`config.mk`:
```
export PLATFORM = sky130hd
export DESIGN_NAME = plcc_regs
export DESIGN_NICKNAME = d
export VERILOG_FILES = /design/src/hdl/plcc_pkg.sv /design/src/hdl/plcc_regs.sv
export SDC_FILE = /design/constraint.sdc
export NUM_CORES = 1
export LEC_CHECK = 0
export CORE_MARGIN = 3
export CORE_UTILIZATION = 35
export CTS_BUF_LIST = sky130_fd_sc_hd__clkbuf_16
export DETAILED_ROUTE_END_ITERATION = 8
export DONT_BUFFER_PORTS = 1
export MAX_ROUTING_LAYER = met4
export PLACE_DENSITY = 0.56
export SLEW_MARGIN = 20
export SYNTH_ARGS = -nofsm -noshare
export SYNTH_HDL_FRONTEND = slang
export SYNTH_SLANG_ARGS = --single-unit
```
`constraint.sdc`:
```
create_clock -name sys_clk_i -period 0.95 [get_ports sys_clk_i]
set_input_delay 0.0475 -clock sys_clk_i [delete_from_list [all_inputs] [get_ports sys_clk_i]]
set_output_delay 0.0475 -clock sys_clk_i [all_outputs]
set_load 0.01 [all_outputs]
```
`src/hdl/plcc_pkg.sv`:
```
// Package holding offsets, field positions and types of the link cap/control register block
package plcc_pkg;
    // Register offsets (byte addresses)
    localparam logic [11:0] LINK_CAP_OFS = 12'h004_C;
    localparam logic [11:0] LINK_CTL_OFS = 12'h005_0;
    // Field positions
    localparam int BW_NOTIFY_BIT = 21;
    localparam int PORT_IDX_LSB = 24;
    localparam int ASPM_LSB = 0;
    localparam int RCB_BIT = 3;
    localparam int LINK_OFF_BIT = 4;
    // Values after reset
    localparam logic [1:0] ASPM_RST = 2'h0;
    localparam logic LINK_OFF_RST = 1'b0;
    // Low-power entry selections
    localparam logic [1:0] ASPM_NONE = 2'h0;
    localparam logic [1:0] ASPM_L0S = 2'h1;
    localparam logic [1:0] ASPM_L1 = 2'h2;
    localparam logic [1:0] ASPM_BOTH = 2'h3;

    // Register access request
    typedef struct packed {
        logic [11:0] addr;
        logic [31:0] wdata;
        logic wr;
        logic rd;
    } plcc_req_t;

    // All state of the register block
    typedef struct packed {
        logic [1:0] aspm;
        logic link_off;
        logic [31:0] rdata;
    } plcc_state_t;
endpackage : plcc_pkg

```
`src/hdl/plcc_regs.sv`:
```
// Link capability upper fields and link control low fields of one switch port
//
// Contract
// - Downstream ports report bandwidth notification capable
// - Capability top byte returns port index
// - ASPM field selects L0s/L1 entry
// - ASPM resets to zero unless preloaded
// - L0s enable gates transmitter only
// - Read completion boundary reads zero
// - Downstream link_off bit disables link
// - Upstream ignores link_off bit
//
// The plain strobed port was left to the implementer.
`timescale 1ns/100ps
module plcc_regs
#(
    parameter int PORT_INDEX = 0,
    parameter bit IS_DOWNSTREAM = 1'b1
)
(
    // Clock and reset
    input wire logic sys_clk_i,
    input wire logic resetn_i,
    // Register port
    input wire plcc_pkg::plcc_req_t req_i,
    output logic [31:0] rdata_o,
    // Preload from serial configuration memory
    input wire logic preload_vld_i,
    input wire logic [1:0] preload_aspm_i,
    // Controls to link training
    output logic tx_l0s_en_o,
    output logic l1_en_o,
    output logic rx_l0s_accept_o,
    output logic link_off_o
);
    import plcc_pkg::*;

    // Refuse an index outside the sixteen ports of the switch
    if (PORT_INDEX < 0 || PORT_INDEX > 15)
    begin : g_bad_index
        $error("PORT_INDEX out of range");
    end

    // Address decode for the capability word, shared by datapath and checks
    function automatic logic is_cap(input logic [11:0] addr);
        // Exact match only; neighbouring offsets are unmapped
        return addr == LINK_CAP_OFS;
    endfunction : is_cap

    // Address decode for the control word
    function automatic logic is_ctl(input logic [11:0] addr);
        // Exact match only; byte lanes are not decoded separately
        return addr == LINK_CTL_OFS;
    endfunction : is_ctl

    // Constant capability image
    localparam logic [7:0] PORT_IDX = 8'(PORT_INDEX);

    // Registered state and its next value
    plcc_state_t s_q;
    plcc_state_t s_d;
    // Readback images of the two words
    logic [31:0] cap_val;
    logic [15:0] ctl_val;

    // Capability readback, upper fields only
    always_comb
    begin
        // Fields below bit 21 live outside this block and read zero here
        cap_val = 32'h0000_0000;
        cap_val[BW_NOTIFY_BIT] = IS_DOWNSTREAM;
        cap_val[PORT_IDX_LSB +: 8] = PORT_IDX;
    end

    // Control readback
    always_comb
    begin
        // Reserved and foreign bits start at zero
        ctl_val = 16'h0000;
        ctl_val[ASPM_LSB +: 2] = s_q.aspm;
        ctl_val[RCB_BIT] = 1'b0;
        ctl_val[LINK_OFF_BIT] = s_q.link_off;
    end

    // Next state: writes, preload and read data
    always_comb
    begin
        s_d = s_q;
        // Preload overrides the reset value
        // preload replaces default
        if (preload_vld_i)
        begin
            s_d.aspm = preload_aspm_i;
        end
        // Checked after the preload so a software write in the same cycle wins
        // only writable fields stored
        if (req_i.wr && is_ctl(req_i.addr))
        begin
            s_d.aspm = req_i.wdata[ASPM_LSB +: 2];
            s_d.link_off = req_i.wdata[LINK_OFF_BIT];
        end
        // Read data for the cycle after the strobe
        if (req_i.rd)
        begin
            if (is_cap(req_i.addr))
                s_d.rdata = cap_val;
            else if (is_ctl(req_i.addr))
                s_d.rdata = {16'h0000, ctl_val};
            // Unmapped offsets answer zero
            else
                s_d.rdata = 32'h0000_0000;
        end
        else
        begin
            // No read this cycle: the data port rests at zero
            s_d.rdata = 32'h0000_0000;
        end
    end

    // State register
    // Reset is asynchronous so the link never sees a stale disable request
    always_ff @(posedge sys_clk_i or negedge resetn_i)
    begin
        if (!resetn_i)
        begin
            s_q.aspm <= ASPM_RST;
            s_q.link_off <= LINK_OFF_RST;
            s_q.rdata <= 32'h0000_0000;
        end
        else
        begin
            s_q <= s_d;
        end
    end

    // Outputs
    assign rdata_o = s_q.rdata;
    assign tx_l0s_en_o = s_q.aspm[0];
    // Receiver takes L0s from the partner whatever the field holds
    assign rx_l0s_accept_o = 1'b1;
    assign l1_en_o = s_q.aspm[1];
    assign link_off_o = IS_DOWNSTREAM ? s_q.link_off : 1'b0;

    // Assertions: all sample on the one clock and sleep while reset is low
    // index in top byte
    a_cap_read: assert property (@(posedge sys_clk_i) disable iff (!resetn_i)
        req_i.rd && is_cap(req_i.addr) |=> rdata_o[31:24] == PORT_IDX)
        else $error("port index wrong");
    a_notify_bit: assert property (@(posedge sys_clk_i) disable iff (!resetn_i)
        req_i.rd && is_cap(req_i.addr) |=> rdata_o[21] == IS_DOWNSTREAM)
        else $error("notify bit wrong");
    a_cap_reserved: assert property (@(posedge sys_clk_i) disable iff (!resetn_i)
        req_i.rd && is_cap(req_i.addr) |=> rdata_o[23:22] == 2'h0)
        else $error("reserved cap bits set");
    a_ctl_zero: assert property (@(posedge sys_clk_i) disable iff (!resetn_i)
        req_i.rd && is_ctl(req_i.addr) |=> rdata_o[3:2] == 2'h0)
        else $error("boundary or reserved bit set");
    a_ctl_upper: assert property (@(posedge sys_clk_i) disable iff (!resetn_i)
        req_i.rd && is_ctl(req_i.addr) |=> rdata_o[31:5] == 27'h000_0000)
        else $error("unused control bits set");
    a_aspm_write: assert property (@(posedge sys_clk_i) disable iff (!resetn_i)
        req_i.wr && is_ctl(req_i.addr)
        |=> {l1_en_o, tx_l0s_en_o} == $past(req_i.wdata[1:0]))
        else $error("aspm not stored");
    a_aspm_readback: assert property (@(posedge sys_clk_i) disable iff (!resetn_i)
        req_i.rd && is_ctl(req_i.addr) && !preload_vld_i
        |=> rdata_o[1:0] == {l1_en_o, tx_l0s_en_o})
        else $error("aspm readback differs");
    a_aspm_hold: assert property (@(posedge sys_clk_i) disable iff (!resetn_i)
        !preload_vld_i && !(req_i.wr && is_ctl(req_i.addr))
        |=> $stable({l1_en_o, tx_l0s_en_o}))
        else $error("aspm changed unasked");
    a_preload_aspm: assert property (@(posedge sys_clk_i) disable iff (!resetn_i)
        preload_vld_i && !(req_i.wr && is_ctl(req_i.addr))
        |=> {l1_en_o, tx_l0s_en_o} == $past(preload_aspm_i))
        else $error("preload ignored");
    a_rx_l0s: assert property (@(posedge sys_clk_i) disable iff (!resetn_i)
        rx_l0s_accept_o)
        else $error("receiver l0s blocked");
    a_link_off: assert property (@(posedge sys_clk_i) disable iff (!resetn_i)
        req_i.wr && is_ctl(req_i.addr)
        |=> link_off_o == (IS_DOWNSTREAM && $past(req_i.wdata[LINK_OFF_BIT])))
        else $error("link_off wrong");
    a_link_hold: assert property (@(posedge sys_clk_i) disable iff (!resetn_i)
        !(req_i.wr && is_ctl(req_i.addr)) |=> $stable(link_off_o))
        else $error("link_off changed unasked");
    a_upstream_off: assert property (@(posedge sys_clk_i) disable iff (!resetn_i)
        !IS_DOWNSTREAM |-> !link_off_o)
        else $error("upstream link disabled");
    a_cap_write: assert property (@(posedge sys_clk_i) disable iff (!resetn_i)
        req_i.wr && is_cap(req_i.addr) && !preload_vld_i
        |=> $stable({l1_en_o, tx_l0s_en_o, link_off_o}))
        else $error("cap write changed state");

    // Covers for the main scenarios
    c_both: cover property (@(posedge sys_clk_i) disable iff (!resetn_i)
        tx_l0s_en_o && l1_en_o);
    c_off: cover property (@(posedge sys_clk_i) disable iff (!resetn_i)
        link_off_o ##1 !link_off_o);
    c_cap_rd: cover property (@(posedge sys_clk_i) disable iff (!resetn_i)
        req_i.rd && is_cap(req_i.addr));
    c_ctl_rd: cover property (@(posedge sys_clk_i) disable iff (!resetn_i)
        req_i.rd && is_ctl(req_i.addr));
    c_preload_clash: cover property (@(posedge sys_clk_i) disable iff (!resetn_i)
        preload_vld_i && req_i.wr && is_ctl(req_i.addr));
endmodule : plcc_regs

```
==> results.md <==
- The number of max-slew violations in the final report is 0.
- The total setup buffers inserted after CTS is 0.
- The clock-pin transition on the worst setup and hold timing paths is 0.03 ns.
- The adder-cell area share of the yosys netlist is 0%.
- The via count of the first global-routing pass is 274.
- The residual antenna-violating net count after detailed routing is 0.
- The cell area after placement is 490.5 µm².
- In the routed design, unresolved DRC markers number 0.
- The HPWL after detailed placement is 749.2 µm.
- Setup repair after global routing left no endpoint under its margin.
- Between clock sinks in the finished design, the worst skew comes to 0.001078 ns.
- Derived from the worst setup path, the maximum achievable clock frequency is 1114 MHz.
- The portion of the clock cycle consumed by the worst path in the final layout is 94.46%.
- The path type of the worst setup path is reg2reg.
- The min-delay analysis places its worst path in the category in2reg.
- Counting the buffers created by CTS gives 3.
- The violation count after the first detailed-routing iteration is 5.
- In this run, post-CTS hold repair placed 4 buffers.
- The first-pass GRT wire length is 1124 µm.
- Summing every instance area after synthesis gives 565.5 µm².
- Clock latency on the worst-skew pair, taken at its later pin, is 0.23 ns.
- The final hold violation count is 1.
- The via count is 336.
- The top-level port count is 87.
- The main combinational cell family by area after synthesis is buffers and inverters.
- The total power draw is 1.125 mW.
- Dividing the detail-routed wire length by the instance count gives 10.76 µm.
- The ratio of cells with drive above 1 in the final layout is 20.00%.
- The aggregate global-route resource usage is 8.483%.
- The power density over the cells is 1824 nW/µm².
- The synthesized netlist devotes 1.770% of its cell area to compound gates.
- Across the VDD grid, the largest voltage drop is 703.8 µV.
- The layout has 148 filler cells.
- The number of standard cells after synthesis is 61.
- In this run the core area contains 13 standard-cell rows.
- The die extent in y is 46.20 µm.
- 0 antenna diodes ended up in the layout.
- The clock tree root buffer cell is clkbuf_16.
- After Yosys synthesis, and, or, nand and nor cells account for 19.47% of the synthesized area.
- The xor and xnor area share after synthesis is 0%.
- The cell area after layout is 616.8 µm².
- The largest fanout on the critical path is 2.
- The congestion estimate from routability-driven global placement came to 0.6758.
- The portion of the post-synthesis area used by sequential elements is 30.97%.
- Buffers placed on the I/O ports in this run total 0.
- The max-cap violation count is 0.
- The deepest clock path buffer count is 2.
- The average instance in the mapped netlist occupies 9.271 µm².
- The final hold slack is -0.03284 ns.
- The Yosys step of the flow raised 0 warnings.
- The number of cells on the worst reg-to-reg path is 3.
- The layout-stage area growth over the synthesis result is 9.071%.
- The CTS tree is done.
- Setup violations remaining at the end of the flow were counted as 0.
- The number of antenna violations at the first check in global routing is 0.
- The worst path in the final design needs a cycle of 0.8974 ns, including I/O delays and setup.
- The kind of end point of the critical path is a register.
- The average via count per standard cell is 3.953.
- The first detailed-routing pass ran for 4 iterations.
- In the final design database the tool counted 122 nets.
- The kind of start point of the critical path is a register.
- The run finished, with violations left.
- The final wirelength is 915 µm.
- The clock sink total is 7.
- The effective utilization at floorplan is 40.43%.
- Before CTS, the worst setup slack after placement is -0.02876 ns.
- For the worst setup path, the data arrival time is 1.01 ns.
- The checks that failed: hold timing.
- Summed over all cells, the static leakage comes to 0.3228 nW.
- The multiplexer share of the synthesized area is 5.973%.
- Setup slack on the critical path of the routed design comes to 0.05259 ns.
- The number of cells on the worst hold path is 3.
- Counting flops and latches in the post-synthesis netlist gives 7.
- The number of levels in the clock H-tree is 1.
- The placeable core area is 1399 µm².
- The die extent in x is 46.20 µm.
- The area of the die is 2134 µm².
- The netlist uses 14 different library cells.
- The total grt overflow is 0.
- Entering global routing, the biggest net connects 8 pins.
- At the worst endpoint, the required time is 1.06 ns.
-- worst max-delay path, stage by stage, from the launching register on --
cell     delay (ns)
dfrtp_1        0.37
inv_1          0.07
o21ai_0        0.09
mux2_2         0.26
-- through the flow --
stage	instances	utilization (%)	TNS, ns	hold slack [ns]
after floorplan	88	-	0	-0.2481
after global placement	77	35.06	-0.06040	-0.2479
after detailed placement	77	35.06	-0.08561	-0.2479
after CTS	85	43.56	0	-0.03328
after global routing	85	44.10	0	-0.03655
final	85	44.10	0	-0.03284
-- area by class of cell --
cell class | count | area, µm² | share of cell area [%]
Clock buffer | 3 | 75.07 | 12.17
Clock inverter | 1 | 3.754 | 0.6085
Inverter | 3 | 11.26 | 1.826
Multi-Input combinational cell | 49 | 270.3 | 43.81
Sequential cell | 7 | 175.2 | 28.40
Tap cell | 15 | 18.77 | 3.043
Timing Repair Buffer | 7 | 62.56 | 10.14
-- power by group --
part	internal [mW]	total, mW	switching (mW)	leakage, nW
sequential	0.308	0.313	0.00534	0.0942
combinational	0.0436	0.127	0.0836	0.186
clock	0.545	0.684	0.139	0.0423
total	0.897	1.12	0.228	0.323
-- path summary, 6_finish.rpt --
path                                         startpoint  slack, ns                       to
min in group asynchronous                      resetn_i       0.15  tx_l0s_en_o$_DFFE_PN0P_
worst min register to register  tx_l0s_en_o$_DFFE_PN0P_       0.52     rdata_o[0]$_DFF_PN0_
worst max-delay path            tx_l0s_en_o$_DFFE_PN0P_       0.05  tx_l0s_en_o$_DFFE_PN0P_
worst min-delay path                          req_i[44]      -0.03    rdata_o[21]$_DFF_PN0_
max in group asynchronous                      resetn_i       0.56    rdata_o[21]$_DFF_PN0_
worst max register to register  tx_l0s_en_o$_DFFE_PN0P_       0.05  tx_l0s_en_o$_DFFE_PN0P_
-- per-layer routing --
layer  GRT usage [%]  part of all wire (%)  wire length (µm)
met3           4.688                    16               142
met2           15.38                    60               549
met5               -                     0                 0
met1           5.581                    23               206
met4           6.818                   1.9                17
-- synth_stat cells, drive strengths merged --
cell type,instances,area share [%]
buf,29,38
mux2,3,6.0
o21ai,2,1.8
nand4b,1,1.5
nand2,3,2.0
nand4,2,3.3
dfrtp,7,31
inv,3,2.0
nor2,4,2.7
conb,2,1.3
nor4,1,3.8
nor3b,4,6.2
-- cell families after synthesis --
| family | Yosys count |
|---|---|
| and+or+nand+nor | 15 |
| other | 2 |
| AOI/OAI and AO/OA | 2 |
| muxes | 3 |
| DFF | 7 |
| buffers and inverters | 32 |
-- state kept, by name (all words and copies together) (netlist names) --
signal	flops
tx_l0s_en_o	1
rdata_o	4
l1_en_o	1
link_off_o	1
-- cell usage in the layout, fill, tap and decap left out, types with 2 or more instances in the layout --
cell            n
dfrtp_1         7
buf_4           3
nand2_1         3
dlygate4sd3_1   4
clkbuf_16       3
nor3b_1         3
nor2_1          4
mux2_2          2
conb_1         29
inv_1           3
-- repair_timing --
action                                 CTS  global route
setup endpoints to repair                0             1
resized for setup                        0             4
endpoints found under the hold margin   11             1
Note: power is estimated with default switching activity, not from simulation.
